### src/shared/motor_starter_defs.svh
// constants of the motor starter serial slave: timing, codes, register map
// assumes a single 200 MHz core clock
`ifndef MOTOR_STARTER_DEFS_SVH
`define MOTOR_STARTER_DEFS_SVH
`define CLK_HZ            200000000
`define SAVE_BLOCK_MS     50
`define MS_CYCLES         (`CLK_HZ / 1000)
`define SAVE_BLOCK_CYCLES (`SAVE_BLOCK_MS * `MS_CYCLES)
`define BAUD_0            1200
`define BAUD_1            2400
`define BAUD_2            4800
`define BAUD_3            9600
`define BAUD_4            19200
`define BAUD_5            38400
`define BAUD_6            57600
`define BAUD_7            115200
`define CHAR_DATA_BITS    3'h7
`define CHAR_LAST_BIT     4'ha
`define CHAR_STOP_FIRST   4'h9
`define GAP_BITS          6'h27
`define FC_READ_HOLD      8'h03
`define FC_READ_INPUT     8'h04
`define FC_WRITE_COIL     8'h05
`define FC_WRITE_HOLD     8'h06
`define FC_WRITE_MULTI    8'h10
`define EXC_FUNC          8'h01
`define EXC_ADDR          8'h02
`define EXC_VALUE         8'h03
`define EXC_FLAG          8'h80
`define COIL_ON           16'hff00
`define COIL_OFF          16'h0000
`define COIL_RUN_CW       4'h0
`define COIL_RUN_ACW      4'h1
`define COIL_RESET        4'h2
`define COIL_SAVE         4'h3
`define NUM_COILS         17'h00004
`define NUM_HOLD          17'h00009
`define NUM_INPUT         17'h00004
`define HOLD_CMD_A        4'h0
`define HOLD_CMD_B        4'h1
`define HOLD_WATCH_EN     4'h7
`define HOLD_WATCH_PERIOD 4'h8
`define CMD_RESET_BIT     0
`define CMD_SAVE_BIT      1
`define CMD_CW_BIT        0
`define CMD_ACW_BIT       1
`define FAULT_COMM        16'h0009
`define FAULT_NVM         16'h000a
`define STATE_ERROR       16'h0006
`define ADDR_MAX          8'h63
`define DIGIT_MAX         4'h9
`define TENS_WEIGHT       8'h0a
`define BCAST_ADDR        8'h00
`define CRC_INIT          16'hffff
`define CRC_POLY          16'ha001
`define MIN_FRAME         6'h04
`define MULTI_OVERHEAD    6'h09
`define MULTI_DATA_BASE   5'h07
`endif

### src/shared/motor_starter_pkg.sv
// types shared by the motor starter serial slave
// constants live in motor_starter_defs.svh
package motor_starter_pkg;
  typedef struct packed {
    logic [15:0] nominal_current;
    logic [15:0] start_voltage;
    logic [15:0] start_ramp_time;
    logic [15:0] stop_voltage;
    logic [15:0] stop_ramp_time;
    logic [15:0] watch_enable;
    logic [15:0] watch_period;
  } config_t;
  typedef struct packed {
    logic [15:0] fault_code;
    logic [15:0] device_state;
    logic [15:0] motor_current;
    logic [15:0] load_percent;
  } status_t;
  typedef enum logic [1:0] {
    FS_RECV  = 2'b00,
    FS_CHECK = 2'b01,
    FS_EXEC  = 2'b10,
    FS_SEND  = 2'b11
  } frame_state_t;
  typedef enum logic [1:0] {
    RX_IDLE  = 2'b00,
    RX_START = 2'b01,
    RX_DATA  = 2'b10,
    RX_STOP  = 2'b11
  } rx_state_t;
endpackage

### src/hw/motor_starter_modbus_slave_regs.sv
// serial rtu slave of a motor soft-starter: line receiver and transmitter,
// telegram decode, coils, holding and input registers, nonvolatile save/load.
// assumes rx_in synchronous to core_clk, nvm load data valid at reset release.
// Behaviour
// - selectors sampled once after power-up only
// - address is tens times ten plus units
// - eight selectable line rates, master matches
// - characters are 8 data, no parity, 2 stop
// - functions 03 04 05 06 10 implemented
// - save command copies configuration to nonvolatile memory
// - power-up loads stored configuration into holding registers
// - no reception for 50 ms during save
// - coil 0 switches clockwise running
// - coil 1 switches anticlockwise running
// - command word a: reset and save bits
// - command word b: clockwise and anticlockwise bits
// - holding 2 is nominal motor current
// - holding 3 is start voltage percent
// - holding 4 is start ramp time
// - holding 5 is stop voltage percent
// - holding 6 is stop ramp time
// - holding 7/8 timeout enable and period
// - input 0 reports fault code
// - input 1 reports device state
// - input 2 reports measured current
// - input 3 reports load percent
`timescale 1ns/10ps
`include "motor_starter_defs.svh"
module motor_starter_modbus_slave_regs
  import motor_starter_pkg::*;
#(
  parameter int unsigned CORE_CLK_HZ       = `CLK_HZ,
  parameter int unsigned SAVE_BLOCK_CYCLES = `SAVE_BLOCK_CYCLES,
  parameter int unsigned MS_CYCLES         = `MS_CYCLES,
  parameter int unsigned RX_DEPTH          = 32,
  parameter int unsigned TX_DEPTH          = 32
)
(
  input  wire logic        core_clk,
  input  wire logic        resetn,
  input  wire logic [3:0]  address_tens_selector,
  input  wire logic [3:0]  address_units_selector,
  input  wire logic [2:0]  baud_selector,
  input  wire logic        rx_in,
  output      logic        tx_out,
  output      logic        tx_enable,
  input  wire config_t     nvm_load_data,
  input  wire logic        nvm_load_ok,
  output      logic        nvm_write,
  output      config_t     nvm_write_data,
  input  wire status_t     status_in,
  output      logic        run_clockwise,
  output      logic        run_anticlockwise,
  output      logic        device_reset,
  output      config_t     config_out
);
  localparam int BW = $clog2(SAVE_BLOCK_CYCLES + 1);
  localparam int MW = $clog2(MS_CYCLES + 1);

  function automatic logic [15:0] crc_byte(input logic [15:0] c, input logic [7:0] d);
    logic [15:0] r;
    r = c ^ {8'h00, d};
    for (int i = 0; i < 8; i++)
      r = r[0] ? ((r >> 1) ^ `CRC_POLY) : (r >> 1);
    return r;
  endfunction

  frame_state_t fs;
  rx_state_t    rx_state;
  logic        init_done;
  logic [7:0]  slave_addr;
  logic        addr_ok;
  logic [2:0]  baud_sel;
  logic        nvm_fault;
  logic        comm_fault;
  logic [15:0] hold [9];
  logic [7:0]  rxb [RX_DEPTH];
  logic [7:0]  txb [TX_DEPTH];
  logic [5:0]  rx_cnt;
  logic [15:0] rx_crc;
  logic [17:0] bit_div;
  logic [17:0] tick_cnt;
  logic [5:0]  gap_cnt;
  logic [17:0] rx_timer;
  logic [2:0]  rx_bit;
  logic [7:0]  rx_shift;
  logic        rx_byte_valid;
  logic [3:0]  idx;
  logic [5:0]  tx_len;
  logic [5:0]  tx_ptr;
  logic        tx_active;
  logic [3:0]  tx_bitn;
  logic [17:0] tx_timer;
  logic [10:0] tx_shift;
  logic [15:0] tx_crc;
  logic [BW-1:0] block_cnt;
  logic [MW-1:0] ms_cnt;
  logic [15:0] watch_ms;

  // line rate follows the selector captured at power-up
  always_comb
  begin
    case (baud_sel)
      3'h0: bit_div = 18'(CORE_CLK_HZ / `BAUD_0);
      3'h1: bit_div = 18'(CORE_CLK_HZ / `BAUD_1);
      3'h2: bit_div = 18'(CORE_CLK_HZ / `BAUD_2);
      3'h3: bit_div = 18'(CORE_CLK_HZ / `BAUD_3);
      3'h4: bit_div = 18'(CORE_CLK_HZ / `BAUD_4);
      3'h5: bit_div = 18'(CORE_CLK_HZ / `BAUD_5);
      3'h6: bit_div = 18'(CORE_CLK_HZ / `BAUD_6);
      default: bit_div = 18'(CORE_CLK_HZ / `BAUD_7);
    endcase
  end

  // telegram fields
  wire [7:0]  fr_addr    = rxb[0];
  wire [7:0]  fr_fc      = rxb[1];
  wire [15:0] fr_start   = {rxb[2], rxb[3]};
  wire [15:0] fr_val     = {rxb[4], rxb[5]};
  wire        fc_read_h  = fr_fc == `FC_READ_HOLD;
  wire        fc_read_i  = fr_fc == `FC_READ_INPUT;
  wire        fc_coil    = fr_fc == `FC_WRITE_COIL;
  wire        fc_single  = fr_fc == `FC_WRITE_HOLD;
  wire        fc_multi   = fr_fc == `FC_WRITE_MULTI;
  wire        fc_read    = fc_read_h | fc_read_i;
  wire        fc_known   = fc_read | fc_coil | fc_single | fc_multi;
  wire [15:0] fr_qty     = (fc_coil | fc_single) ? 16'h0001 : fr_val;
  wire [16:0] fr_end     = {1'b0, fr_start} + {1'b0, fr_qty};
  wire [16:0] fr_limit   = fc_coil ? `NUM_COILS : fc_read_i ? `NUM_INPUT : `NUM_HOLD;
  wire        multi_len  = rx_cnt == `MULTI_OVERHEAD + {fr_val[4:0], 1'b0};
  wire        range_ok   = fr_qty != 16'h0000 && fr_end <= fr_limit;
  wire        value_ok   = fc_coil ? (fr_val == `COIL_ON || fr_val == `COIL_OFF)
                         : fc_multi ? multi_len : 1'b1;
  wire        broadcast  = fr_addr == `BCAST_ADDR;
  wire        frame_mine = rx_cnt >= `MIN_FRAME && rx_crc == 16'h0000
                           && (broadcast || (addr_ok && fr_addr == slave_addr));
  wire [7:0]  exc_code   = !fc_known ? `EXC_FUNC : !range_ok ? `EXC_ADDR
                         : !value_ok ? `EXC_VALUE : 8'h00;
  wire        gap_done   = gap_cnt == `GAP_BITS;
  wire        bit_tick   = tick_cnt == 18'h00000;
  wire        blocking   = block_cnt != '0;
  wire        ms_tick    = ms_cnt == '0;
  wire        rx_store   = rx_byte_valid && fs == FS_RECV && !blocking
                           && rx_cnt != 6'(RX_DEPTH);

  // one register per exec cycle
  wire [3:0]  cur_addr   = fr_start[3:0] + idx;
  wire        last_item  = {12'h000, idx} == fr_qty - 16'h0001;
  wire [4:0]  wr_ptr     = `MULTI_DATA_BASE + {idx, 1'b0};
  wire [15:0] wr_data    = fc_multi ? {rxb[wr_ptr], rxb[wr_ptr + 5'h01]} : fr_val;
  wire        exec       = fs == FS_EXEC;
  wire        hold_wr    = exec && (fc_single || fc_multi);
  wire        coil_wr    = exec && fc_coil;
  wire        coil_on    = fr_val == `COIL_ON;
  wire        cmd_a_wr   = hold_wr && cur_addr == `HOLD_CMD_A;
  wire        save_req   = (cmd_a_wr && wr_data[`CMD_SAVE_BIT])
                           || (coil_wr && cur_addr == `COIL_SAVE && coil_on);
  wire        reset_req  = (cmd_a_wr && wr_data[`CMD_RESET_BIT])
                           || (coil_wr && cur_addr == `COIL_RESET && coil_on);
  wire        save_go    = save_req && !blocking;
  wire [15:0] fault_rep  = comm_fault ? `FAULT_COMM : nvm_fault ? `FAULT_NVM
                         : status_in.fault_code;
  wire [15:0] state_rep  = nvm_fault ? `STATE_ERROR : status_in.device_state;
  wire [15:0] hold_rd    = cur_addr < 4'h9 ? hold[cur_addr] : 16'h0000;
  wire [15:0] input_rd   = cur_addr[1:0] == 2'h0 ? fault_rep
                         : cur_addr[1:0] == 2'h1 ? state_rep
                         : cur_addr[1:0] == 2'h2 ? status_in.motor_current
                         : status_in.load_percent;
  wire [15:0] rd_data    = fc_read_i ? input_rd : hold_rd;
  wire [7:0]  tx_byte    = tx_ptr < tx_len ? txb[tx_ptr[4:0]]
                         : tx_ptr == tx_len ? tx_crc[7:0] : tx_crc[15:8];
  // holding 2..8 form the stored configuration
  wire config_t cur_config = {hold[2], hold[3], hold[4], hold[5], hold[6], hold[7], hold[8]};

  assign config_out = cur_config;
  assign tx_out     = tx_shift[0];
  assign tx_enable  = fs == FS_SEND;

  // power-up capture; selectors are never looked at again
  always_ff @(posedge core_clk)
  begin
    if (!resetn)
    begin
      init_done  <= 1'b0;
      slave_addr <= 8'h00;
      addr_ok    <= 1'b0;
      baud_sel   <= 3'h0;
      nvm_fault  <= 1'b0;
    end
    else if (!init_done)
    begin
      init_done  <= 1'b1;
      slave_addr <= 8'(address_tens_selector * `TENS_WEIGHT + address_units_selector);
      addr_ok    <= address_tens_selector <= `DIGIT_MAX && address_units_selector <= `DIGIT_MAX
                    && (address_tens_selector != 4'h0 || address_units_selector != 4'h0);
      baud_sel   <= baud_selector;
      nvm_fault  <= !nvm_load_ok;
    end
  end

  // bit-time tick and silence detection between telegrams
  always_ff @(posedge core_clk)
  begin
    if (!resetn)
    begin
      tick_cnt <= 18'h00000;
      gap_cnt  <= 6'h00;
    end
    else
    begin
      tick_cnt <= bit_tick ? bit_div - 18'h00001 : tick_cnt - 18'h00001;
      if (rx_state != RX_IDLE || !rx_in)
        gap_cnt <= 6'h00;
      else if (bit_tick && !gap_done)
        gap_cnt <= gap_cnt + 6'h01;
    end
  end

  // receiver: samples mid-bit, checks the first stop bit only
  always_ff @(posedge core_clk)
  begin
    if (!resetn)
    begin
      rx_state      <= RX_IDLE;
      rx_timer      <= 18'h00000;
      rx_bit        <= 3'h0;
      rx_shift      <= 8'h00;
      rx_byte_valid <= 1'b0;
    end
    else
    begin
      rx_byte_valid <= 1'b0;
      if (rx_state != RX_IDLE && rx_timer != 18'h00000)
        rx_timer <= rx_timer - 18'h00001;
      else
        case (rx_state)
          RX_IDLE:
            if (!rx_in)
            begin
              rx_timer <= bit_div >> 1;
              rx_state <= RX_START;
            end
          RX_START:
          begin
            rx_timer <= bit_div - 18'h00001;
            rx_bit   <= 3'h0;
            rx_state <= rx_in ? RX_IDLE : RX_DATA;
          end
          RX_DATA:
          begin
            rx_shift <= {rx_in, rx_shift[7:1]};
            rx_timer <= bit_div - 18'h00001;
            rx_bit   <= rx_bit + 3'h1;
            if (rx_bit == `CHAR_DATA_BITS)
              rx_state <= RX_STOP;
          end
          RX_STOP:
          begin
            rx_byte_valid <= rx_in;
            rx_state      <= RX_IDLE;
          end
          default: rx_state <= RX_IDLE;
        endcase
    end
  end

  // telegram buffer; bytes arriving while a save runs are dropped
  always_ff @(posedge core_clk)
  begin
    if (!resetn || (fs == FS_CHECK))
    begin
      rx_cnt <= 6'h00;
      rx_crc <= `CRC_INIT;
    end
    else if (rx_store)
    begin
      rxb[rx_cnt[4:0]] <= rx_shift;
      rx_cnt           <= rx_cnt + 6'h01;
      rx_crc           <= crc_byte(rx_crc, rx_shift);
    end
  end

  // frame sequencer; a reply is only sent for a unicast telegram
  always_ff @(posedge core_clk)
  begin
    if (!resetn)
    begin
      fs     <= FS_RECV;
      idx    <= 4'h0;
      tx_len <= 6'h00;
    end
    else
      case (fs)
        FS_RECV:
          if (gap_done && rx_cnt != 6'h00 && rx_state == RX_IDLE)
            fs <= FS_CHECK;
        FS_CHECK:
        begin
          idx    <= 4'h0;
          tx_len <= exc_code != 8'h00 ? 6'h03 : fc_read ? 6'h03 + {fr_qty[4:0], 1'b0} : 6'h06;
          if (!frame_mine || (broadcast && (fc_read || exc_code != 8'h00)))
            fs <= FS_RECV;
          else if (exc_code != 8'h00)
            fs <= FS_SEND;
          else
            fs <= FS_EXEC;
        end
        FS_EXEC:
        begin
          idx <= idx + 4'h1;
          if (last_item)
            fs <= broadcast ? FS_RECV : FS_SEND;
        end
        FS_SEND:
          if (!tx_active && tx_ptr == tx_len + 6'h02)
            fs <= FS_RECV;
        default: fs <= FS_RECV;
      endcase
  end

  // reply buffer: header at check, read data during exec
  always_ff @(posedge core_clk)
  begin
    if (fs == FS_CHECK)
    begin
      txb[0] <= fr_addr;
      txb[1] <= exc_code != 8'h00 ? (fr_fc | `EXC_FLAG) : fr_fc;
      txb[2] <= exc_code != 8'h00 ? exc_code : fc_read ? {fr_qty[6:0], 1'b0} : rxb[2];
      txb[3] <= rxb[3];
      txb[4] <= rxb[4];
      txb[5] <= rxb[5];
    end
    else if (exec && fc_read)
    begin
      txb[5'h03 + {idx, 1'b0}] <= rd_data[15:8];
      txb[5'h04 + {idx, 1'b0}] <= rd_data[7:0];
    end
  end

  // transmitter: start bit, 8 data lsb first, two stop bits, crc low first
  always_ff @(posedge core_clk)
  begin
    if (!resetn)
    begin
      tx_ptr    <= 6'h00;
      tx_active <= 1'b0;
      tx_bitn   <= 4'h0;
      tx_timer  <= 18'h00000;
      tx_shift  <= 11'h7ff;
      tx_crc    <= `CRC_INIT;
    end
    else if (fs != FS_SEND)
    begin
      tx_ptr <= 6'h00;
      tx_crc <= `CRC_INIT;
    end
    else if (!tx_active)
    begin
      if (tx_ptr != tx_len + 6'h02)
      begin
        tx_shift  <= {2'b11, tx_byte, 1'b0};
        tx_active <= 1'b1;
        tx_bitn   <= 4'h0;
        tx_timer  <= bit_div - 18'h00001;
        if (tx_ptr < tx_len)
          tx_crc <= crc_byte(tx_crc, tx_byte);
      end
    end
    else if (tx_timer != 18'h00000)
      tx_timer <= tx_timer - 18'h00001;
    else
    begin
      tx_shift <= {1'b1, tx_shift[10:1]};
      tx_timer <= bit_div - 18'h00001;
      tx_bitn  <= tx_bitn + 4'h1;
      if (tx_bitn == `CHAR_LAST_BIT)
      begin
        tx_active <= 1'b0;
        tx_ptr    <= tx_ptr + 6'h01;
      end
    end
  end

  // holding registers: zero at reset, stored set loaded once after release
  always_ff @(posedge core_clk)
  begin
    if (!resetn)
    begin
      for (int i = 0; i < 9; i++)
        hold[i] <= 16'h0000;
    end
    else if (!init_done)
    begin
      if (nvm_load_ok)
        {hold[2], hold[3], hold[4], hold[5], hold[6], hold[7], hold[8]} <= nvm_load_data;
    end
    else if (hold_wr)
      hold[cur_addr] <= wr_data;
    else if (coil_wr && cur_addr == `COIL_RUN_CW)
      hold[`HOLD_CMD_B][`CMD_CW_BIT] <= coil_on;
    else if (coil_wr && cur_addr == `COIL_RUN_ACW)
      hold[`HOLD_CMD_B][`CMD_ACW_BIT] <= coil_on;
  end

  // save starts a nonvolatile write and a 50 ms receive blackout
  always_ff @(posedge core_clk)
  begin
    if (!resetn)
    begin
      block_cnt      <= '0;
      nvm_write      <= 1'b0;
      nvm_write_data <= '0;
      device_reset   <= 1'b0;
    end
    else
    begin
      nvm_write    <= save_go;
      device_reset <= reset_req;
      if (save_go)
      begin
        nvm_write_data <= cur_config;
        block_cnt      <= BW'(SAVE_BLOCK_CYCLES);
      end
      else if (blocking)
        block_cnt <= block_cnt - BW'(1);
    end
  end

  // link watchdog counts whole milliseconds since the last telegram for us
  always_ff @(posedge core_clk)
  begin
    if (!resetn)
    begin
      ms_cnt     <= '0;
      watch_ms   <= 16'h0000;
      comm_fault <= 1'b0;
    end
    else
    begin
      ms_cnt <= ms_tick ? MW'(MS_CYCLES - 1) : ms_cnt - MW'(1);
      if (fs == FS_CHECK && frame_mine)
        watch_ms <= 16'h0000;
      else if (ms_tick && watch_ms != 16'hffff)
        watch_ms <= watch_ms + 16'h0001;
      // a new timeout outranks a reset arriving in the same cycle
      if (hold[`HOLD_WATCH_EN] == 16'h0001 && watch_ms >= hold[`HOLD_WATCH_PERIOD])
        comm_fault <= 1'b1;
      else if (reset_req)
        comm_fault <= 1'b0;
    end
  end

  always_ff @(posedge core_clk)
  begin
    if (!resetn)
    begin
      run_clockwise     <= 1'b0;
      run_anticlockwise <= 1'b0;
    end
    else
    begin
      run_clockwise     <= hold[`HOLD_CMD_B][`CMD_CW_BIT] && !comm_fault && !nvm_fault;
      run_anticlockwise <= hold[`HOLD_CMD_B][`CMD_ACW_BIT] && !comm_fault && !nvm_fault;
    end
  end
endmodule

### config.mk
export PLATFORM = sky130hd
export DESIGN_NAME = motor_starter_modbus_slave_regs
export DESIGN_NICKNAME = d
export VERILOG_FILES = /design/src/shared/motor_starter_pkg.sv /design/src/hw/motor_starter_modbus_slave_regs.sv
export VERILOG_INCLUDE_DIRS = /design/src /design/src/shared
export SDC_FILE = /design/constraint.sdc
export NUM_CORES = 2
export LEC_CHECK = 0
export ABC_CLOCK_PERIOD_IN_PS = 5860
export BUFFER_PORTS_ARGS = -buffer_cell sky130_fd_sc_hd__buf_2
export CAP_MARGIN = 20
export CORE_UTILIZATION = 30
export DETAILED_ROUTE_END_ITERATION = 10
export SKIP_CTS_REPAIR_TIMING = 1
export SYNTH_ARGS = -nofsm -noshare
export SYNTH_HDL_FRONTEND = slang
export SYNTH_SLANG_ARGS = --single-unit
### constraint.sdc
create_clock -name core_clk -period 5.86 [get_ports core_clk]
set_input_delay 0.293 -clock core_clk [delete_from_list [all_inputs] [get_ports core_clk]]
set_output_delay 0.293 -clock core_clk [all_outputs]
set_load 0.05 [all_outputs]
# == Yosys cells after proc, flatten, opt, wreduce, memory -nomap -nowiden ==
# Memory sizes are Yosys's and may differ from the RTL's. A register that Yosys moved wholly into a read port is not among the register bits.
# Cells that the tools add are included.
# word_totals
register_bits,479
wordCells,373
n_memories,2
output_inout_bits,230
mem_bits_ro,0
latchBits,0
in_bits,191
ramBits,512
# mem_list
name,depth,width,rd,rd_ports_with_merged_regs,wr,line,text
rxb,32,8,8,0,1,motor_starter_modbus_slave_regs.sv:77,logic [7:0] rxb [RX_DEPTH];
txb,32,8,1,1,6,motor_starter_modbus_slave_regs.sv:78,logic [7:0] txb [TX_DEPTH];
# op_classes
n_eq_ne,45
n_bitwise,30
order_cmp,9
muxes,106
n_mul,1
addsub,24
reduce_logical,105
n_shift,0
div_mod_pow,0
# op_table
operator,n
two-way mux 16 bit,29
two-way mux 112 bit,3
bitwise mux 144 bit,1
two-way mux 18 bit,7
one-hot mux 18 bit (7 select lines),1
subtractor 18 x 1 -> 18 bit (second input constant),5
binary-select mux 16 bit (select 4 bit),1
demux 16 bit (select 4 bit),1
two-way mux 8 bit,7
two-way mux 24 bit,2
NOT 2 -> 3 bit,16
logical AND 1 bit,36
zero test 18 bit,2
one-hot mux 18 bit (2 select lines),1
nonzero test 18 bit,2
two-way mux 11 bit,3
zero test 16 bit,2
XOR 16 x 8 -> 16 bit,2
equality test 8 x 3 -> 1 bit (second input constant),3
two-way mux 2 bit,12
nonzero test 24 bit,1
subtractor 24 x 1 -> 24 bit (second input constant),1
two-way mux 1 bit,23
two-way mux 4 bit,5
other kinds (70),154

# == Depth between registers and ports, before layout ==
# logic_depth
ltp_word,20
ltp_mapped,25
mapped_depth_nobuf,21

# == Worst setup path before layout ==
# OpenSTA, ideal clock, no wires.
# synth_path
kind,register to register
start,memory rxb[1][3]
end,memory txb[1][7] (data pin)
slack_ns,0.661
synth_period_minus_slack_ns,5.199
stages_incl_launch_ff,23
required_ns,5.600
arrival_ns,4.940
setup_time_ns,0.260
path_cell_list,edfxtp_1 -> nor4_1 -> nand3_2 -> clkbuf_1 -> clkbuf_1 -> nand2_1 -> inv_1 -> ha_1 -> a21oi_1 -> nor2b_1 -> nor2b_1 -> a31oi_1 -> xnor2_1 -> ha_1 -> and4b_1 -> o221ai_1 -> nor4_1 -> nand4_1 -> nor4_2 -> o2111ai_1 -> or4_1 -> buf_2 -> mux2_2
# synth_rtl
item,line
from (decl),motor_starter_modbus_slave_regs.sv:77
to (decl),motor_starter_modbus_slave_regs.sv:78

==> summary.md <==
| Metric | Value |
|---|---|
| Worst path setup slack after routing | `444 ps` |
| Cell Int Power | `0.0125 W` |
| Sw Share | `0.268` |
| Share of cell area taken by muxes after synthesis | `0.109` |
| Post-detailed-placement cell area | `0.0508 sq mm` |
| Crit-path leading delay family | `simple AND/OR/NAND/NOR gates` |
| Count of clock tree sinks | `994` |
| Area share of the largest cell type after synthesis | `0.327` |
| Simple-gate share of the synthesized area | `0.134` |
| Port Buf Inserts | `420` |
| Core Area | `0.155 sq mm` |
| Worst setup EP type | `flip-flop` |
| Minimum clock period | `5420 ps` |
| Number of global-route vias before repair | `about 33000` |
| Status | `complete, but fails checks` |
| Post-DRT Antenna Nets | `0` |
| Layout Nets | `4935` |
| Ys Warns | `0` |
| Post-synthesis share of cell area spent on xor and xnor gates | `0.0328` |
| Post-synth net total | `4566` |
| Endpoint of the worst-slack reg-to-reg timing path | `txb[1][7]` |
| Post-layout total power | `0.0171 W` |
| Max-cap violation count | `0` |
| Hold Path Cell Cnt | `3` |
| Row cnt | `about 140` |
| Max Fanout on Critical Path | `8` |
| Detail-routed via count per cell | `5.39` |
| Clock root buffer master | `sky130_fd_sc_hd__clkbuf_16` |
| Register-to-register path setup slack | `approximately 440 ps` |
| Initial antenna violation count | `17` |
| Critical-path cell list | `xnor2_1 > nor3_4 > nor2_1 > inv_1 > ha_1 > fa_1 > xor2_1 > xnor2_1 > ha_1 > a21o_1 > a21oi_1 > o221ai_1 > nor4_1 > nand4_1 > nor4_2 > o2111ai_1 > or4_1 > mux2_2` |
| Number of distinct library cells after synthesis | `92` |
| Combinational family with the most area after synthesis | `simple AND/OR/NAND/NOR gates` |
| Worst-path cell with the longest stage delay | `sky130_fd_sc_hd__or4_1` |
| Fraction of final layout cells with drive strength greater than 1 | `0.214` |
| Setup-failing EPs final | `0` |
| Proportion of power drawn by the clock network | `0.415` |
| Layout Cell Area excl Fill | `roughly 0.056 sq mm` |
| GR Overflow Total | `0` |
| Synth top area cells | `sky130_fd_sc_hd__edfxtp_1 (33%), sky130_fd_sc_hd__dfxtp_1 (21%), sky130_fd_sc_hd__mux4_2 (8.5%)` |
| Power share of the combinational group | `0.125` |
| Placement-stage worst setup slack | `409 ps` |
| Worst Path Buf+Inv | `1` |
| Count of flip-flops with a built-in enable after synthesis | `512` |
| Most used flip-flop cell after synthesis | `sky130_fd_sc_hd__edfxtp_1` |
| Wire length of the first global-routing pass | `230000 um` |
| Cell Area, Synth | `0.0470 sq mm` |
| Static leakage | `19.9 nW` |
| RSZ-0062 raised after global routing | `no` |
| Final Wtd Congestion | `between 0.9 and 1` |
| Router iterations before antenna repair | `6` |
| Length of routed met2 wiring | `~72000 um` |
| Largest area contributor in the synthesized netlist | `sky130_fd_sc_hd__edfxtp_1` |
| Synthesized-area fraction occupied by adder cells | `0.0232` |
| Die height | `slightly below 400 um` |
| Worst hold path endpoint | `config_out[94]` |
| Worst-margin pin slew | `1190 ps` |
| Critical path startpoint category | `flip-flop` |
| Number of buffers added by the clock tree synthesis step | `between 100 and 150` |
| Fraction of registers with async set/reset | `0` |
| Achievable frequency | `between 0.15 and 0.2 GHz` |
| Buffers from clock root to sink, at most | `3` |
| Remaining DRCs | `0` |
| Post-route non-filler standard cell count | `6800` |
| Effective utilization at floorplan | `0.304` |
| Max transition margin | `0.206` |
| CTS HTree Levels | `3` |
| Placed instance count | `6491` |
| Area overhead of the layout relative to synthesis | `18.2%` |
| Depth of the most critical reg-to-reg path | `18` |
| Delay contributed by the slowest stage of the critical path | `770 ps` |
| Dpl hpwl | `113000 um` |
| Top routing layer in use | `met5` |
| Category of the most critical setup path | `flip-flop to flip-flop` |
| Final worst hold slack | `-31.6 ps` |
| Routed length on met1 | `67700 um` |
| Tot GR Track Use | `0.194` |
| Number of hold violations in the final report | `6` |
| Clock input transition at the sequential cells of the worst setup and hold paths | `70 ps` |
| Die span in x | `398 um` |
| Required time reported for the critical path endpoint | `6360 ps` |
| Sequential share of power | `0.460` |
| Total power density per cell area | `308 mW/mm^2` |
| Drt wl/cell | `around 24 um` |
| Maximum number of pins on one net before global-route repair | `roughly 180` |
| Hold Startpoint | `nvm_load_data[94]` |
| Setup skew after layout | `roughly 60 ps` |
| Later-pin clock latency in the skew report | `~750 ps` |
| Summed negative setup slack over all endpoints | `0 ps` |
| Worst IR Drop VDD | `0.248 mV` |
| Share of the yosys chip area belonging to registers | `0.532` |
| Complex-gate fraction of the synthesized area | `0.121` |
| Crit share post-route | `0.924` |
| Number of violations reported at the end of detailed-routing iteration 0 | `4187` |
| I/O pins | `421` |
| Number of instances in the synthesized netlist | `~4300` |
| Detailed route wirelength on metal3 | `15600 um` |
| Tightest Hold Check Type | `primary input to flip-flop` |
| Data arrival time at the worst-slack endpoint | `5920 ps` |
| Overall routed net length | `between 150000 and 200000 um` |
| Fin. max-slew vios | `0` |
| Overall via count from detail_route | `approximately 37000` |
| TritonCTS clock tree | `built` |
| Reg-to-reg startpoint | `rxb[1][1]` |
| Die outline area | `0.158 sq mm` |
| Violated checks | `hold timing` |
| #FFs+latches synth | `between 900 and 1000` |
| Average cell area after synthesis | `11.0 sq um` |
| Power dissipated by switching net loads | `approximately 0.0046 W` |
-- cell families (layout without fill, tap and decap cells) --
group,Yosys count,in the layout
other cells,0,7
xor+xnor,171,171
flops,994,994
simple gates,1411,1411
compound gates,889,889
mux,285,285
buf+inv,456,914
fa+ha+maj,85,85
-- cells in the mapped netlist, types with 37 or more instances --
| cell type | instances |
|---|---|
| sky130_fd_sc_hd__mux4_2 | 177 |
| sky130_fd_sc_hd__buf_4 | 125 |
| sky130_fd_sc_hd__nor3_1 | 103 |
| sky130_fd_sc_hd__ha_1 | 80 |
| sky130_fd_sc_hd__or3_1 | 39 |
| sky130_fd_sc_hd__nand2_1 | 475 |
| sky130_fd_sc_hd__xnor2_1 | 99 |
| sky130_fd_sc_hd__o211ai_1 | 38 |
| sky130_fd_sc_hd__inv_1 | 82 |
| sky130_fd_sc_hd__a21oi_1 | 319 |
| sky130_fd_sc_hd__mux2_2 | 53 |
| sky130_fd_sc_hd__a211oi_1 | 167 |
| sky130_fd_sc_hd__nand3_1 | 78 |
| sky130_fd_sc_hd__clkbuf_1 | 202 |
| sky130_fd_sc_hd__edfxtp_1 | 512 |
| sky130_fd_sc_hd__a22oi_1 | 68 |
| sky130_fd_sc_hd__dfxtp_1 | 482 |
| sky130_fd_sc_hd__mux2i_1 | 53 |
| sky130_fd_sc_hd__nor2_1 | 503 |
| sky130_fd_sc_hd__o21ai_0 | 107 |
| sky130_fd_sc_hd__xor2_1 | 68 |
| sky130_fd_sc_hd__nand2b_1 | 37 |
-- registers in the layout, summed over array words and instances (netlist names), 18 cells and up, named ones only --
name,count
rxb,256
ms_cnt,18
txb,256
nvm_write_data,112
rx_timer,18
block_cnt,24
tick_cnt,18
config_out,112
tx_timer,18
hold,32
-- tightest hold or removal path: stages --
cell and delay, ps:
sky130_fd_sc_hd__buf_2 100, sky130_fd_sc_hd__a22oi_1 180, sky130_fd_sc_hd__a211oi_1 90
-- metrics by stage --
step                      utilization  hold slack [ps]
after floorplan                     -              321
after global placement          0.328              435
after detailed placement        0.328              440
after CTS                       0.352             -254
after global routing            0.359           -0.404
final                           0.359            -31.6
-- metal layers --
| metal | vias up | global-route usage |
|---|---|---|
| met2 | 1831 | 0.297 |
| li1 | 16400 | - |
| met1 | 18100 | 0.274 |
| met5 | - | 0 |
| met4 | 14 | 0.0551 |
| met3 | 272 | 0.0434 |
-- cell usage in the layout (no fill, tap or decap), drive strengths merged, types with 90 or more instances in the layout --
cell type / count
buf: 533
o21ai: 116
dfxtp: 482
edfxtp: 512
dlygate4sd3: 103
inv: 90
nand2: 475
nor3: 104
clkbuf: 124
xnor2: 101
mux4: 177
nor2: 504
a21oi: 319
a211oi: 167
-- how the worst max path moves through the flow --
stage,endpoint,cells after the start,start,slack (ps)
after CTS,txb[1][7],18,rxb[1][1],390
after detailed placement,txb[1][7],18,rxb[1][1],410
after global routing,txb[1][7],18,rxb[1][1],70
after floorplan,txb[1][7],22,rxb[1][3],660
final,txb[1][7],18,rxb[1][1],440
after global placement,txb[1][7],18,rxb[1][1],410
-- power by group through the flow --
stage	combinational [W]	clock, W	sequential (W)
2_1_floorplan	0.00163	0	0.00787
3_3_place_gp	0.00202	0	0.00799
3_5_place_dp	0.00206	0	0.00800
4_1_cts	0.00207	0.00718	0.00786
5_1_grt	0.00235	0.00747	0.00790
6_report	0.00214	0.00708	0.00787
-- area by class of cell --
type                       count  area (sq um)
fill                       15200         99200
sequential                   994         25000
multi-input combinational   2841         19900
timing repair buffer         636          4050
clock buffer                 124          2730
tap                         2044          2560
clock inverter                71           928
inverter                      83           320
antenna                        7          17.5
No activity file was read; power rests on OpenSTA's default activity.
